**config.mk**
```make
export PLATFORM = sky130hd
export DESIGN_NAME = cbx_exec
export DESIGN_NICKNAME = d
export VERILOG_FILES = /design/src/cbx_pkg.sv /design/src/cbx_exec.sv
export SDC_FILE = /design/constraint.sdc
export NUM_CORES = 1
export LEC_CHECK = 0
export BUFFER_PORTS_ARGS = -buffer_cell sky130_fd_sc_hd__buf_2
export CAP_MARGIN = 5
export CORE_MARGIN = 5
export CORE_UTILIZATION = 54
export CTS_CLUSTER_SIZE = 10
export DETAILED_ROUTE_END_ITERATION = 7
export PLACE_DENSITY = 0.81
export SLEW_MARGIN = 20
export SYNTH_ARGS = -nofsm -noshare
export SYNTH_HDL_FRONTEND = slang
export SYNTH_SLANG_ARGS = --single-unit
```
**constraint.sdc**
```tcl
create_clock -name clk_sys_in -period 3.96 [get_ports clk_sys_in]
set_input_delay 0.396 -clock clk_sys_in [delete_from_list [all_inputs] [get_ports clk_sys_in]]
set_output_delay 0.396 -clock clk_sys_in [all_outputs]
set_load 0.01 [all_outputs]
```
**src/cbx_pkg.sv**
```systemverilog
// Purpose: shared constants and carriers for the branch and and-immediate
//          execute block
// Assumes: 32-bit instruction words, 64-bit general registers
// Notes:   opcode and selector encodings plus result carriers
`default_nettype none
package cbx_pkg;
    // primary opcodes
    localparam logic [5:0] OP_AND_ZERO_EXT_CONSTANT = 6'h0C;
    localparam logic [5:0] OP_BRANCH_IF_EQUAL = 6'h04;
    localparam logic [5:0] OP_BRANCH_IF_EQUAL_NULLIFYING = 6'h14;
    localparam logic [5:0] OP_REGISTER_CONSTANT_CLASS = 6'h01;
    // selector codes in the second register field
    localparam logic [4:0] SEL_BRANCH_IF_NONNEGATIVE = 5'h01;
    localparam logic [4:0] SEL_BRANCH_IF_NONNEGATIVE_NULLIFYING = 5'h03;
    localparam logic [4:0] SEL_CALL_IF_NONNEGATIVE = 5'h11;
    localparam logic [4:0] SEL_CALL_IF_NONNEGATIVE_NULLIFYING = 5'h13;
    // field positions
    localparam int OPCODE_MSB = 31;
    localparam int OPCODE_LSB = 26;
    localparam int FIRST_SRC_MSB = 25;
    localparam int FIRST_SRC_LSB = 21;
    localparam int SECOND_REG_MSB = 20;
    localparam int SECOND_REG_LSB = 16;
    localparam int CONST_MSB = 15;
    localparam int SIGN_BIT = 63;
    // fixed values
    localparam logic [4:0] LINK_REG = 5'h1F;
    localparam logic [63:0] LINK_STEP = 64'h0000_0000_0000_0008;
    localparam logic [63:0] SLOT_STEP = 64'h0000_0000_0000_0004;
    localparam logic [63:0] RESET_PC = 64'h0000_0000_0000_0000;
    localparam logic [4:0] RESET_REG = 5'h00;

    // instruction arriving from decode
    typedef struct packed {
        logic valid;
        logic [31:0] word;
        logic [63:0] pc;
        logic [63:0] first_value;
        logic [63:0] second_value;
        logic in_slot;
    } cbx_issue_t;

    // register file write
    typedef struct packed {
        logic en;
        logic [4:0] idx;
        logic [63:0] data;
    } cbx_write_t;

    // program counter redirect toward fetch
    typedef struct packed {
        logic valid;
        logic [63:0] target;
    } cbx_redirect_t;
endpackage
`default_nettype wire

```
**src/cbx_exec.sv**
```systemverilog
// Purpose: execute and-immediate and conditional pc-relative branches
// Assumes: operands read by decode; in_slot marks the delay-slot word
// Notes:   all outputs registered; one instruction accepted per clock
`timescale 1ns/10ps
`default_nettype none
module cbx_exec
(
    input wire logic clk_sys_in,
    input wire logic reset_n_in,
    input wire cbx_pkg::cbx_issue_t issue_in,
    output cbx_pkg::cbx_write_t write_out,
    output cbx_pkg::cbx_redirect_t redirect_out,
    output logic cancel_delay_slot_out,
    output logic [63:0] restart_pc_out,
    output logic restart_in_slot_out,
    output logic not_handled_out,
    output logic arith_exception_out
);
    import cbx_pkg::*;

    // how the block is organised:
    // - decode is purely combinational on the arriving word
    // - every output is a flip-flop, so answers trail the taking edge
    //   by exactly one clock
    // - a branch does not redirect or cancel when it issues; its decision, target and
    //   nullify flavour are frozen in the pending set of registers
    // - the next valid word with in_slot high is the delay-slot word,
    //   and it is at that word that redirect or cancel is produced
    // - any number of idle cycles may separate a branch from its slot;
    //   the pending state simply waits for the slot word
    // - a branch word presented with in_slot high is never treated as
    //   a branch; nested branches in a slot are left to the core
    // - the link write of a call happens at the branch word itself,
    //   whatever the condition, so a re-executed call relinks the same
    //   value as long as its source is not the link register
    // - the sign tests read only bit 63, so no subtraction or
    //   comparator is needed for the non-negative family
    // - the equal compare is a full 64-bit match; a difference in any
    //   single bit, the sign bit included, makes it untaken
    // - the and-immediate path has no carry chain at all, so it can
    //   never raise an arithmetic fault
    // - selectors of the class opcode that are not decoded here are
    //   flagged one cycle later and produce no other effect
    // limitations:
    // - one word per clock at most, no stall input; the core must hold
    //   off issue itself if it cannot take an answer
    // - the restart point tracks the most recent valid word only
    // - a second branch before the slot of the first overwrites the
    //   pending state; the core never issues such a sequence

    // branch decisions held until the delay slot passes
    logic pending;
    logic pending_taken;
    logic pending_nullify;
    logic [63:0] pending_target;
    logic [63:0] branch_pc;

    // decoded fields of the arriving word
    logic [5:0] opcode;
    logic [4:0] second_field;
    logic [15:0] offset;
    logic is_and;
    logic is_eq;
    logic is_eq_null;
    logic is_class;
    logic sel_known;
    logic sel_null;
    logic sel_call;
    logic is_branch;
    logic cond;
    logic [63:0] slot_pc;
    logic [63:0] next_target;

    // offset shifted two places, sign-extended from 18 bits
    function automatic logic [63:0] branch_disp(input logic [15:0] off);
        branch_disp = {{46{off[15]}}, off, 2'b00};
    endfunction

    // full-width equality for the compare branches
    function automatic logic regs_equal(input logic [63:0] a,
                                        input logic [63:0] b);
        regs_equal = (a == b);
    endfunction

    // field extraction and classification
    always_comb
    begin
        opcode = issue_in.word[OPCODE_MSB:OPCODE_LSB];
        second_field = issue_in.word[SECOND_REG_MSB:SECOND_REG_LSB];
        offset = issue_in.word[CONST_MSB:0];
        is_and = opcode == OP_AND_ZERO_EXT_CONSTANT;
        is_eq = opcode == OP_BRANCH_IF_EQUAL;
        is_eq_null = opcode == OP_BRANCH_IF_EQUAL_NULLIFYING;
        is_class = opcode == OP_REGISTER_CONSTANT_CLASS;
        // selector picks the variant under the class opcode
        sel_known = (second_field == SEL_BRANCH_IF_NONNEGATIVE)
            || (second_field == SEL_BRANCH_IF_NONNEGATIVE_NULLIFYING)
            || (second_field == SEL_CALL_IF_NONNEGATIVE)
            || (second_field == SEL_CALL_IF_NONNEGATIVE_NULLIFYING);
        sel_null = (second_field == SEL_BRANCH_IF_NONNEGATIVE_NULLIFYING)
            || (second_field == SEL_CALL_IF_NONNEGATIVE_NULLIFYING);
        sel_call = (second_field == SEL_CALL_IF_NONNEGATIVE)
            || (second_field == SEL_CALL_IF_NONNEGATIVE_NULLIFYING);
        is_branch = is_eq || is_eq_null || (is_class && sel_known);
        // condition per family
        if (is_class)
        begin
            cond = ~issue_in.first_value[SIGN_BIT];
        end
        else
        begin
            cond = regs_equal(issue_in.first_value, issue_in.second_value);
        end
        // target relative to the delay-slot address
        slot_pc = issue_in.pc + SLOT_STEP;
        next_target = slot_pc + branch_disp(offset);
    end

    // a word counts only if it is valid and not cancelled
    logic live;
    assign live = issue_in.valid && !(issue_in.in_slot && pending
        && pending_nullify && !pending_taken);

    // branch bookkeeping across the delay slot
    always_ff @(posedge clk_sys_in)
    begin
        if (!reset_n_in)
        begin
            pending <= 1'b0;
            pending_taken <= 1'b0;
            pending_nullify <= 1'b0;
            pending_target <= RESET_PC;
            branch_pc <= RESET_PC;
        end
        else if (live && is_branch && !issue_in.in_slot)
        begin
            // decision frozen at the branch, acted on at the slot
            pending <= 1'b1;
            pending_taken <= cond;
            pending_nullify <= is_eq_null || (is_class && sel_null);
            pending_target <= next_target;
            branch_pc <= issue_in.pc;
        end
        else if (issue_in.valid && issue_in.in_slot)
        begin
            // slot has gone by, cancelled or not
            pending <= 1'b0;
        end
    end

    // redirect timing:
    // - the redirect pulse is raised in the clock after the slot word
    //   is taken, so fetch never sees a valid redirect before the slot word
    //   has been accepted
    // - the target is copied every clock; only valid qualifies it, and
    //   fetch must ignore the target while valid is low
    // - a nullified slot of an untaken branch gives no redirect, and
    //   fetch then simply carries on at the fall-through address
    // redirect only once the slot itself has issued
    always_ff @(posedge clk_sys_in)
    begin
        if (!reset_n_in)
        begin
            redirect_out <= '0;
        end
        else
        begin
            redirect_out.valid <= issue_in.valid && issue_in.in_slot
                && pending && pending_taken;
            redirect_out.target <= pending_target;
        end
    end

    // slot cancel: untaken nullifying branch kills the slot
    always_ff @(posedge clk_sys_in)
    begin
        if (!reset_n_in)
        begin
            cancel_delay_slot_out <= 1'b0;
        end
        else
        begin
            cancel_delay_slot_out <= issue_in.valid && issue_in.in_slot
                && pending && pending_nullify && !pending_taken;
        end
    end

    // register write port sharing:
    // - the and-immediate result and the call link share one write
    //   port; a single word can never need both, so no arbitration
    // - a cancelled slot word is filtered by live and writes nothing
    // - the link is pc plus eight on the full 64-bit pc, which is
    //   already zero-extended, so no extra widening is required
    // - when nothing is written the index and data are cleared, so a
    //   stale value never sits on the port beside a low enable
    // - a call word in a delay slot is not a branch and writes no link
    // register results: and-immediate and the link
    always_ff @(posedge clk_sys_in)
    begin
        if (!reset_n_in)
        begin
            write_out <= '0;
        end
        else if (live && is_and)
        begin
            write_out.en <= 1'b1;
            write_out.idx <= second_field;
            // upper 48 bits are zero by construction
            write_out.data <= {48'h0, offset}
                & issue_in.first_value;
        end
        else if (live && is_class && sel_call && !issue_in.in_slot)
        begin
            // link written whatever the condition says
            write_out.en <= 1'b1;
            write_out.idx <= LINK_REG;
            write_out.data <= issue_in.pc + LINK_STEP;
        end
        else
        begin
            write_out.en <= 1'b0;
            write_out.idx <= RESET_REG;
            write_out.data <= '0;
        end
    end

    // restart tracking:
    // - a fault in a delay slot must resume at the branch, so that the
    //   condition and the link are worked out again on restart
    // - re-execution gives the same outcome only while the call does
    //   not name the link register as its source; software keeps to
    //   that and this logic does not check it
    // - outside a slot the restart point is the word itself
    // - both outputs hold their value across idle cycles
    // restart point: a slot fault resumes at the branch
    always_ff @(posedge clk_sys_in)
    begin
        if (!reset_n_in)
        begin
            restart_pc_out <= RESET_PC;
            restart_in_slot_out <= 1'b0;
        end
        else if (issue_in.valid)
        begin
            // relies on the link source never being register 31
            if (issue_in.in_slot && pending)
            begin
                restart_pc_out <= branch_pc;
                restart_in_slot_out <= 1'b1;
            end
            else
            begin
                restart_pc_out <= issue_in.pc;
                restart_in_slot_out <= 1'b0;
            end
        end
    end

    // hand-off of what this block does not decode:
    // - the flag is a one-cycle pulse beside the absent write
    // - other decode logic or the exception unit takes it from there
    // - the arithmetic fault output is tied low in a register so that
    //   it still comes straight from a flip-flop like every output
    // unknown class selectors go to other decode logic
    always_ff @(posedge clk_sys_in)
    begin
        if (!reset_n_in)
        begin
            not_handled_out <= 1'b0;
            arith_exception_out <= 1'b0;
        end
        else
        begin
            not_handled_out <= live && is_class && !sel_known;
            arith_exception_out <= 1'b0;
        end
    end
endmodule
`default_nettype wire

```
==> results of run 1 <==
critical path: stages:
cell and delay, ns:
buf_2 0.13, ha_1 0.30, ha_1 0.27, fa_1 0.42
a21o_1 0.20, and4_1 0.24, o2111ai_2 0.31, a211oi_4 0.13
o41ai_2 0.45, o21ai_2 0.15, a31oi_4 0.28, xor2_1 0.21
o21ai_0 0.10, and2_1 0.17
worst min path at each step:
stage,from,end,slack [ns],cells after the start
global route,issue_in[209],not_handled_out,0.11,2
finish,issue_in[209],not_handled_out,0.11,2
global placement,pending_target[31],redirect_out[31],0.43,1
floorplan,pending_target[31],redirect_out[31],0.42,1
detailed placement,pending_target[31],redirect_out[31],0.44,1
CTS,issue_in[209],not_handled_out,0.09,2
cell type report:
class / instances / area (µm²)
Fill cell: 2652 / 10900
Multi-Input combinational cell: 1573 / 10200
Sequential cell: 331 / 6630
Timing Repair Buffer: 452 / 2350
Clock buffer: 43 / 1030
Tap cell: 402 / 503
Inverter: 22 / 82.6
Clock inverter: 2 / 35.0
Antenna cell: 14 / 35.0
flip-flops by register name, summed over array words and instances (netlist names):
signal,count
write_out,70
not_handled_out,1
pending_target,64
restart_pc_out,64
pending,1
branch_pc,62
pending_nullify,1
pending_taken,1
cancel_delay_slot_out,1
redirect_out,65
restart_in_slot_out,1
cells in the mapped netlist, types with 3 or more instances:
cell | count | area [µm²]
a211oi_1 | 6 | 45.0
a21boi_0 | 73 | 548
a21o_1 | 34 | 255
a21oi_1 | 79 | 395
a221oi_1 | 4 | 35.0
a31o_2 | 3 | 26.3
a31oi_1 | 8 | 50.1
and2_1 | 102 | 638
and3_1 | 24 | 150
and4_1 | 9 | 78.8
buf_2 | 7 | 35.0
buf_4 | 3 | 22.5
buf_6 | 9 | 101
clkbuf_1 | 104 | 390
dfxtp_1 | 331 | 6630
ha_1 | 122 | 1530
inv_1 | 22 | 82.6
nand2_1 | 401 | 1510
nand2b_1 | 5 | 31.3
nand3_1 | 102 | 510
nand4_1 | 34 | 213
nor2_1 | 92 | 345
nor2b_1 | 6 | 37.5
nor3_1 | 12 | 60.1
nor3b_1 | 6 | 45.0
nor4_1 | 18 | 113
o211a_1 | 69 | 691
o211ai_1 | 8 | 60.1
o21a_1 | 12 | 90.1
o21ai_0 | 79 | 395
o21ai_1 | 5 | 25.0
o21bai_1 | 15 | 113
o22ai_1 | 16 | 100
o31ai_1 | 4 | 30.0
or3_1 | 5 | 31.3
xnor2_1 | 45 | 394
xor2_1 | 132 | 1160
per-layer routing:
layer / vias up / part of all wire / routed length [µm] / GRT usage
met4: 0 / 0.057 / 3100 / 0.166
met5: - / 0 / 0 / 0
met3: 150 / 0.072 / 3900 / 0.0545
met1: 7563 / 0.38 / 20400 / 0.324
li1: 7838 / - / - / -
met2: 666 / 0.49 / 26700 / 0.506
power breakdown:
part	internal, mW	switching (mW)
Clock	1.88	1.30
Sequential	3.39	0.0280
Combinational	0.599	0.855
metrics by stage:
step | instance area [µm²] | setup WS [ns] | util | power [mW] | std cells
floorplan | 17400 | 0.667 | - | 4.46 | 2051
global placement | 19700 | 0.134 | 0.623 | 4.89 | 2780
detailed placement | 19700 | 0.0858 | 0.623 | 4.92 | 2780
CTS | 20800 | 0.622 | 0.656 | 8.10 | 2825
global route | 20900 | 0.472 | 0.657 | 8.39 | 2839
finish | 20900 | 0.618 | 0.657 | 8.05 | 2839
placed cells by master, fill, tap and decap left out, types with 5 or more instances in the layout:
master | synthesis | layout
nand2_1 | 401 | 400
a31oi_1 | 8 | 8
buf_2 | 7 | 422
o22ai_1 | 16 | 16
buf_4 | 3 | 28
nor3_1 | 12 | 12
nor4_1 | 18 | 18
or3_1 | 5 | 5
a211oi_1 | 6 | 6
a21boi_0 | 73 | 73
o21bai_1 | 15 | 15
clkbuf_16 | 0 | 41
nor2b_1 | 6 | 6
dfxtp_1 | 331 | 331
o211ai_1 | 8 | 8
and4_1 | 9 | 9
xor2_1 | 132 | 132
o21ai_1 | 5 | 5
nand4_1 | 34 | 34
ha_1 | 122 | 122
o21a_1 | 12 | 11
o21ai_0 | 79 | 78
nor3b_1 | 6 | 6
and3_1 | 24 | 24
inv_1 | 22 | 22
and2_1 | 102 | 101
nand3_1 | 102 | 102
nor2_1 | 92 | 92
nand2b_1 | 5 | 5
a21o_1 | 34 | 34
o211a_1 | 69 | 69
a21oi_1 | 79 | 79
diode_2 | 0 | 14
xnor2_1 | 45 | 45
kinds of logic after synthesis:
family                   after synthesis  synth area share
other                                  1          0.000215
AO/OA/AOI/OAI                        441             0.182
adder cells (fa/ha/maj)              123            0.0887
AND/OR/NAND/NOR                      830             0.222
multiplexers                           1          0.000574
buffers and inverters                147            0.0376
flip-flops                           331             0.380
XOR/XNOR                             177            0.0889
==> reports/qor.yml, run 1 <==
outcome:
  status: "completed"
timing:
  period_share: 0.844
  tns_ns: 0
  final_hold_viol_count: 0
  period_minus_slack_ns: 3.34
  rsz0062_at_grt: "false"
  setup_viol: 0
  tightestPinTransition_ns: 0.959
  slew_headroom: 0.361
  whs_ns: 0.105
  fmax_mhz: 299
  final.setup_skew_ns: 0.00783
  drv_slew: 0
floorplanning:
  die_h_um: 190
  die_w_um: 190
  die_area_um2: 36000
  coreArea_um2: 31700
  start_util: 0.550
  rows: 65
  pin_count: 431
critical_path:
  r2r_cells: 7
  critPathMaxFanout: 3
  r2r_end: "write_out[64]"
  worstPathArrival_ns: 3.75
  startpoint_type: "input pin"
  crit_start: "issue_in[132]"
  r2r_slack_ns: 1.72
  cp.required_ns: 4.37
  r2r-start: "pending"
  endpoint: "pending_target[45]"
  critPathKind: "in -> reg"
  endpoint_kind: "flop"
clock_network:
  cts.sinks: 331
  post_cts_resized: 0
  cts_tree: "built"
  cts_setup_buffers: 0
  clock-root-buffer: "clkbuf_16"
  clk_pin_slew_worst_paths_ns: 0.05
  insertion_delay_ns: 0.51
  clk_path_buf_depth: 3
  ctsHoldBuffers: 0
  numCtsBuffers: 39
  h-tree-depth: 2
cells_and_area:
  areaGrowthSynthToFinish_pct: 19.5
  drive_gt1_frac: 0.217
  final_nets: 2770
global_routing:
  grt_max_degree: 107
  grt.total_usage: 0.287
  grt_pass1_wl_um: 84200
  antenna_found_initial: 15
  grt_pass1_vias: 16032
  grt_overflow_total: 0
run:
  cap_violations: 0
synth:
  syn_nets: 2402
  synth_cells: 2051
  ys_seq_area_frac: 0.380
  synth-async-reset-ratio: 0
  synth_flop_cell: "dfxtp_1"
  synthDistinctLibCells: 76
  synth_area_per_cell_um2: 8.50
  synth_edf_count: 0
  ys_ff_latch: 331
  synth_area_um2: 17400
  ys_warn_count: 0
drt:
  viasPerCell: 5.71
  drt-total-wl_um: 54200
  drtIter0Drc: 1045
  drc: 0
  route.vias.total: 16217
  dr.pass1.iters: 5
  wl_per_cell_um: 19.1
  ant_nets: 0
pwr:
  peakVddDrop_mv: 0.318
  power_density_nw_per_um2: 386
  p_leak_nw: 10.0
min_path:
  min_path_type: "in -> reg"
place:
  routabilityCongestion: 0.915
  dp_hpwl_um: 40600
  port_buffers: 424
No activity file was read; power rests on OpenSTA's default activity.
==> inputs of run 2 (changes only) <==
ABC_AREA = 1   (was unset)
CORE_UTILIZATION = 56   (was 54)
PLACE_DENSITY = 0.82   (was 0.81)
clock period = 3.3 ns   (was 3.96 ns; I/O delays follow)
==> run 2 against run 1 <==
Against the previous run:
- register-to-register slack got worse by 0.85 ns
- core utilization up 1.6 points
- flip-flop and latch count stayed put
- sequential share of layout area down 3.3 points
- synthesized cell count is 45% higher
- combinational power rose by 41%
- worst hold slack lost 0.078 ns
- setup slack improved by 0.12 ns
- final cell count up 35%
- critical path depth unchanged
- clock skew up 0.020 ns
==> reports/qor.yml, run 2 <==
min_path:
  min_path_type: "in -> reg"
run:
  cap_violations: 0  # unchanged
timing:
  period_share: 0.777
  setup_viol: 0  # unchanged
  drv_slew: 0  # unchanged
  tns_ns: 0  # unchanged
  rsz0062_at_grt: "false"
  tightestPinTransition_ns: 0.953  # -0.00518 ns
  period_minus_slack_ns: 2.56
  fmax_mhz: 390
  final.setup_skew_ns: 0.0273  # +0.0195 ns
  slew_headroom: 0.364  # +0.00345
  final_hold_viol_count: 0  # unchanged
drt:
  ant_nets: 0  # unchanged
  drc: 0  # unchanged
  drtIter0Drc: 1785  # +71%
  viasPerCell: 5.35  # -6.3%
  wl_per_cell_um: 18.0  # -5.6%
  route.vias.total: 20533  # +27%
  drt-total-wl_um: 69100  # +28%
  dr.pass1.iters: 7  # +2
synth:
  synthTopCellsByArea: "dfxtp_1 (34%), nand2_1 (16%), inv_1 (11%), ha_1 (7.8%), o211ai_1 (4.5%)"
  synth_cells: 2965  # +45%
  synth_top_area_frac: 0.338  # -0.0423
  ys_warn_count: 0  # unchanged
  ys_seq_area_frac: 0.338  # -0.0423
  syn_nets: 3316  # +38%
  synth_area_um2: 19600  # +13%
  synth_flop_cell: "dfxtp_1"
  ys_top_cells_by_count: "nand2_1 (852), inv_1 (598), dfxtp_1 (331)"
  synth_edf_count: 0  # unchanged
  synth-async-reset-ratio: 0  # unchanged
  ys_ff_latch: 331  # unchanged
  synth_area_per_cell_um2: 6.62  # -22%
  synth_top_area_cell: "dfxtp_1"
  synthDistinctLibCells: 49  # -36%
  yosysMostFrequentCell: "nand2_1"
critical_path:
  endpoint_kind: "flop"
  startpoint_type: "input pin"
  cp.required_ns: 3.75  # -0.62 ns
  critPathMaxFanout: 5  # +2
  critPathKind: "in -> reg"
  worstPathArrival_ns: 3.01  # -0.74 ns
cells_and_area:
  largest_register: "write_out"
  areaGrowthSynthToFinish_pct: 18.6
  reg_top3: "write_out: 70 flops, redirect_out: 65 flops"
  largest_register_ffs: 70  # unchanged
  final_common_cell: "nand2_1"
  drive_gt1_frac: 0.155  # -0.0618
  mostFrequentLayoutCells: "nand2_1 (852), inv_1 (598), buf_2 (422)"
  final_nets: 3720  # +34%
  post-route-util: 0.674  # +0.0165
pwr:
  netSwitchingFraction: 0.303  # +0.0321
  switching_power_mw: 3.02  # +38%
  power_density_nw_per_um2: 428  # +11%
  p_leak_nw: 13.6  # +36%
  clkPwrFrac: 0.381  # -0.014
  peakVddDrop_mv: 0.469  # +48%
  intPower_mw: 6.95  # +18%
  p_comb_frac: 0.206  # +0.025
  seq_power_share: 0.413  # -0.011
clock_network:
  clk_pin_slew_worst_paths_ns: 0.05  # about the same
  clk_path_buf_depth: 3  # unchanged
  cts_tree: "built"
  clock-root-buffer: "clkbuf_16"
  h-tree-depth: 2  # unchanged
  cts.sinks: 331  # unchanged
  post_cts_resized: 0  # unchanged
  numCtsBuffers: 39  # unchanged
  cts_setup_buffers: 0  # unchanged
  insertion_delay_ns: 0.57  # +0.06 ns
outcome:
  status: "completed"
floorplanning:
  die_h_um: 197  # +3.9%
  rows: 68  # +4.6%
  die_w_um: 197  # +3.9%
  coreArea_um2: 34500  # +8.9%
  pin_count: 431  # unchanged
  start_util: 0.568  # +0.0183
  die_area_um2: 38900  # +8.0%
place:
  dp_hpwl_um: 55100  # +36%
  port_buffers: 424  # unchanged
  routabilityCongestion: 0.989  # +8.1%
global_routing:
  grt_pass1_wl_um: 106000  # +25%
  grt.total_usage: 0.342  # +0.0554
  antenna_found_initial: 6  # -9
  grt_pass1_vias: 19415  # +21%
  grt_max_degree: 100  # -6.5%
  grt_overflow_total: 0  # unchanged
run 2: changes by cell type after synthesis, moves of 40 or more:
cell,delta
o211a_1,-69
clkbuf_1,-58
and2_1,-99
nand2_1,+451
inv_1,+576
o211ai_1,+109
a21boi_0,-72
nor2_1,+112
o21ai_0,+40
xor2_1,-92
a21oi_1,+59
run 2: critical path: stages:
cell           delay [ns]
dlygate4sd3_1        0.56
buf_2                0.17
ha_1                 0.29
ha_1                 0.40
nand2_1              0.12
nor2_1               0.24
and2_1               0.22
nand2_1              0.09
nor3_1               0.15
nand2_1              0.10
nand3_1              0.08
nand3_1              0.13
nand2_1              0.10
inv_1                0.04
run 2: power by group through the flow:
stage	logic [mW]	registers [mW]	clock network (mW)
6_report	2.05	4.12	3.79
5_1_grt	2.27	4.12	4.00
4_1_cts	2.02	4.12	3.84
3_5_place_dp	1.99	4.20	0
3_3_place_gp	1.96	4.19	0
2_1_floorplan	1.23	4.21	0
run 2: path summary, 6_finish.rpt:
check	start	end	slack (ns)	cells after the start
worst max-delay path	issue_in[166]	pending_target[62]	0.74	14
worst min-delay path	issue_in[211]	write_out[66]	0.03	3
worst max register to register	pending_taken	branch_pc[42]	0.87	10
worst min register to register	pending_target[32]	redirect_out[32]	0.42	2
run 2: kinds of logic after synthesis:
logic type      count (synthesis)  synth area share
compound gates                435             0.132
xor+xnor                       81            0.0361
fa+ha+maj                     123            0.0788
buf+inv                       686             0.134
flops                         331             0.338
other cells                     1          0.000191
simple gates                 1308             0.281
run 2: through the flow:
step	setup WS, ns	hold slack (ns)	instances	cell area, µm²	power [mW]
4_1_cts	0.796	0.00102	3832	23300	9.97
6_report	0.736	0.0274	3838	23300	9.97
5_1_grt	0.590	0.0220	3838	23300	10.4
2_1_floorplan	0.979	0.400	2965	19600	5.44
3_5_place_dp	0.427	0.417	3779	22100	6.19
3_3_place_gp	0.455	0.410	3779	22100	6.16
run 2: area by class of cell:
cell class                 instances  area, µm²
sequential                       331       6630
fill                            3098      11300
antenna                            6       15.0
clock inverter                     3       55.1
clock buffer                      46       1020
inverter                         600       2260
tap                              455        569
multi-input combinational       1948      10400
timing repair buffer             449       2360
run 2: what timing repair did:
item | 4_1_cts | 5_1_grt
hold buffers | 4 | 0
endpoints found under the hold margin | 4 | 0
setup endpoints to repair | 0 | 0
run 2: per-layer routing:
metal	wire length, µm	global-route usage
met5	0	0
met4	1690	0.0940
met3	6570	0.0508
met2	30200	0.529
met1	30700	0.501
==> inputs of run 3 (changes only) <==
clock period = 2.5 ns   (was 3.3 ns; I/O delays follow)
==> run 3 against run 2 <==
Against the previous run:
- non-clock buffer count grew 175
- clock skew shrank 0.017 ns
- die area is the same
- largest cell class unchanged
==> reports/qor.yml, run 3 (same netlist as run 2, synthesis figures left out) <==
outcome:
  status: "completed"
timing:
  setup_ws_ns: 0.0537  # -0.683 ns
  drv_slew: 0  # unchanged
  rsz0062_at_grt: "true"
  period_share: 0.979
  tightestPinTransition_ns: 0.873  # -0.0803 ns
  fmax_mhz: 409
  final.setup_skew_ns: 0.0101  # -0.0173 ns
  setup_viol: 0  # unchanged
  whs_ns: 0.0349  # +0.00759 ns
  period_minus_slack_ns: 2.45
  final_hold_viol_count: 0  # unchanged
  slew_headroom: 0.418  # +0.0535
critical_path:
  cpMostUsedCell: "nand2_1"
  critPathMaxFanout: 4  # -1
  r2r_cells: 10  # unchanged
  cp_top_family: "simple AND/OR/NAND/NOR gates"
  endpoint: "pending_target[44]"
  r2r-start: "pending"
  worstPathArrival_ns: 2.90  # -0.11 ns
  cp.required_ns: 2.95  # -0.80 ns
  critPathKind: "in -> reg"
  r2r_slack_ns: 0.12  # -0.75 ns
  startpoint_type: "input pin"
  r2r_end: "branch_pc[53]"
  cp.depth: 15  # +1
  critPathSlowestCell: "dlygate4sd3_1"
  crit_path_max_incr_delay_ns: 0.57  # about the same
  endpoint_kind: "flop"
  crit_chain: "dlygate4sd3_1 > buf_2 > ha_1 > ha_4 > nand2_1 > nor2_1 > inv_1 > nor3_1 > nand2_1 > nand2_1 > nand2_1 > nand3_1 > nand3_1 > nand2_1 > inv_1"
  crit_start: "issue_in[155]"
  critPathBufInv: 4  # +1
cells_and_area:
  fin_cells: 4019  # +4.7%
  mostFrequentLayoutCells: "nand2_1 (843), inv_1 (598), buf_2 (422)"
  final_nets: 3896  # +4.7%
  areaGrowthSynthToFinish_pct: 26.6
  final_common_cell: "nand2_1"
  reg_top3: "write_out: 70 flops, redirect_out: 65 flops"
  design_area_um2: 24800  # +6.7%
  drive_gt1_frac: 0.203  # +0.0479
  largest_register_ffs: 70  # unchanged
  largest_register: "write_out"
floorplanning:
  die_w_um: 197  # unchanged
  rows: 68  # unchanged
  pin_count: 431  # unchanged
  die_area_um2: 38900  # unchanged
  die_h_um: 197  # unchanged
  start_util: 0.568  # unchanged
  coreArea_um2: 34500  # unchanged
drt:
  drc: 0  # unchanged
  route.vias.total: 21982  # +7.1%
  viasPerCell: 5.47  # +2.2%
  drtIter0Drc: 2188  # +23%
  drt-total-wl_um: 75600  # +9.4%
  dr.pass1.iters: 7  # unchanged
  ant_nets: 0  # unchanged
  wl_per_cell_um: 18.8  # +4.4%
clock_network:
  insertion_delay_ns: 0.56  # about the same
  h-tree-depth: 2  # unchanged
  cts.sinks: 331  # unchanged
  clk_pin_slew_worst_paths_ns: 0.06  # about the same
  clock-root-buffer: "clkbuf_16"
  clk_path_buf_depth: 3  # unchanged
  numCtsBuffers: 40  # +2.6%
  cts_tree: "built"
  cts_setup_buffers: 0  # unchanged
pwr:
  p_comb_frac: 0.232  # +0.026
  peakVddDrop_mv: 0.552  # +18%
  p_leak_nw: 14.6  # +6.7%
  power_density_nw_per_um2: 559  # +30%
  switching_power_mw: 4.18  # +39%
  seq_power_share: 0.392  # -0.021
  clkPwrFrac: 0.376  # -0.005
  netSwitchingFraction: 0.301  # -0.00150
  intPower_mw: 9.69  # +40%
global_routing:
  grt_pass1_wl_um: 115000  # +9.3%
  grt_overflow_total: 0  # unchanged
  grt_pass1_vias: 21045  # +8.4%
  grt.total_usage: 0.375  # +0.0328
  grt_max_degree: 194  # +94%
  antenna_found_initial: 8  # +2
place:
  placed_cells: 3941  # +4.3%
  dpl_cell_area_um2: 23400  # +5.7%
  port_buffers: 424  # unchanged
  dp_hpwl_um: 58300  # +5.9%
  routabilityCongestion: 0.980  # -0.88%
  place_ws_ns: -0.173  # -0.601 ns
min_path:
  min_path_type: "in -> reg"
run:
  cap_violations: 0  # unchanged
==> run 3: routing by layer <==
metal / up-vias / wire (µm) / track usage
li1: 10463 / - / -
met1: 10120 / 31600 / 0.521
met2: 1212 / 33400 / 0.586
met3: 185 / 7920 / 0.0747
met4: 2 / 2630 / 0.127
met5: - / 13 / 0
==> run 3: through the flow <==
step,utilization,power (mW),TNS [ns]
after floorplan,-,7.18,0
after global placement,0.677,8.52,-1.77
after detailed placement,0.677,8.59,-3.36
after CTS,0.715,13.8,0
after global routing,0.719,14.4,-0.122
final,0.719,13.9,0
==> run 3: how the worst min path moves through the flow <==
stage | depth (start not counted) | slack [ns] | to | start
after detailed placement | 2 | 0.42 | redirect_out[43] | pending_target[43]
after floorplan | 1 | 0.34 | write_out[25] | issue_in[154]
after CTS | 3 | 0.002 | write_out[3] | issue_in[68]
after global placement | 2 | 0.41 | redirect_out[37] | pending_target[37]
final | 3 | 0.03 | write_out[3] | issue_in[68]
after global routing | 3 | 0.04 | write_out[61] | issue_in[190]
==> run 3: final cells by class <==
cell class,instances,area (µm²)
multi-input cells,1948,10500
fillers,2826,9700
flip-flops and latches,331,6630
repair buffers,624,3760
inverters,600,2260
clock buffers,50,1100
well taps,455,569
clock inverters,3,30.0
diodes,8,20.0
==> run 3: tightest hold or removal path, stage by stage <==
cell,delay (ns)
buf_2,0.13
nand3_1,0.09
o21ai_0,0.08
==> run 3: repair_timing <==
action                                 4_1_cts  5_1_grt
gates resized for setup                      0       35
hold buffers                                17        0
endpoints found under the hold margin       16        0
setup endpoints to repair                    0       64
==> run 3: power by group through the flow <==
stage,clock network (mW),logic (mW),registers [mW]
4_1_cts,5.24,3.10,5.43
2_1_floorplan,0,1.62,5.56
3_5_place_dp,0,3.05,5.54
5_1_grt,5.48,3.51,5.44
6_report,5.22,3.22,5.44
3_3_place_gp,0,2.99,5.54
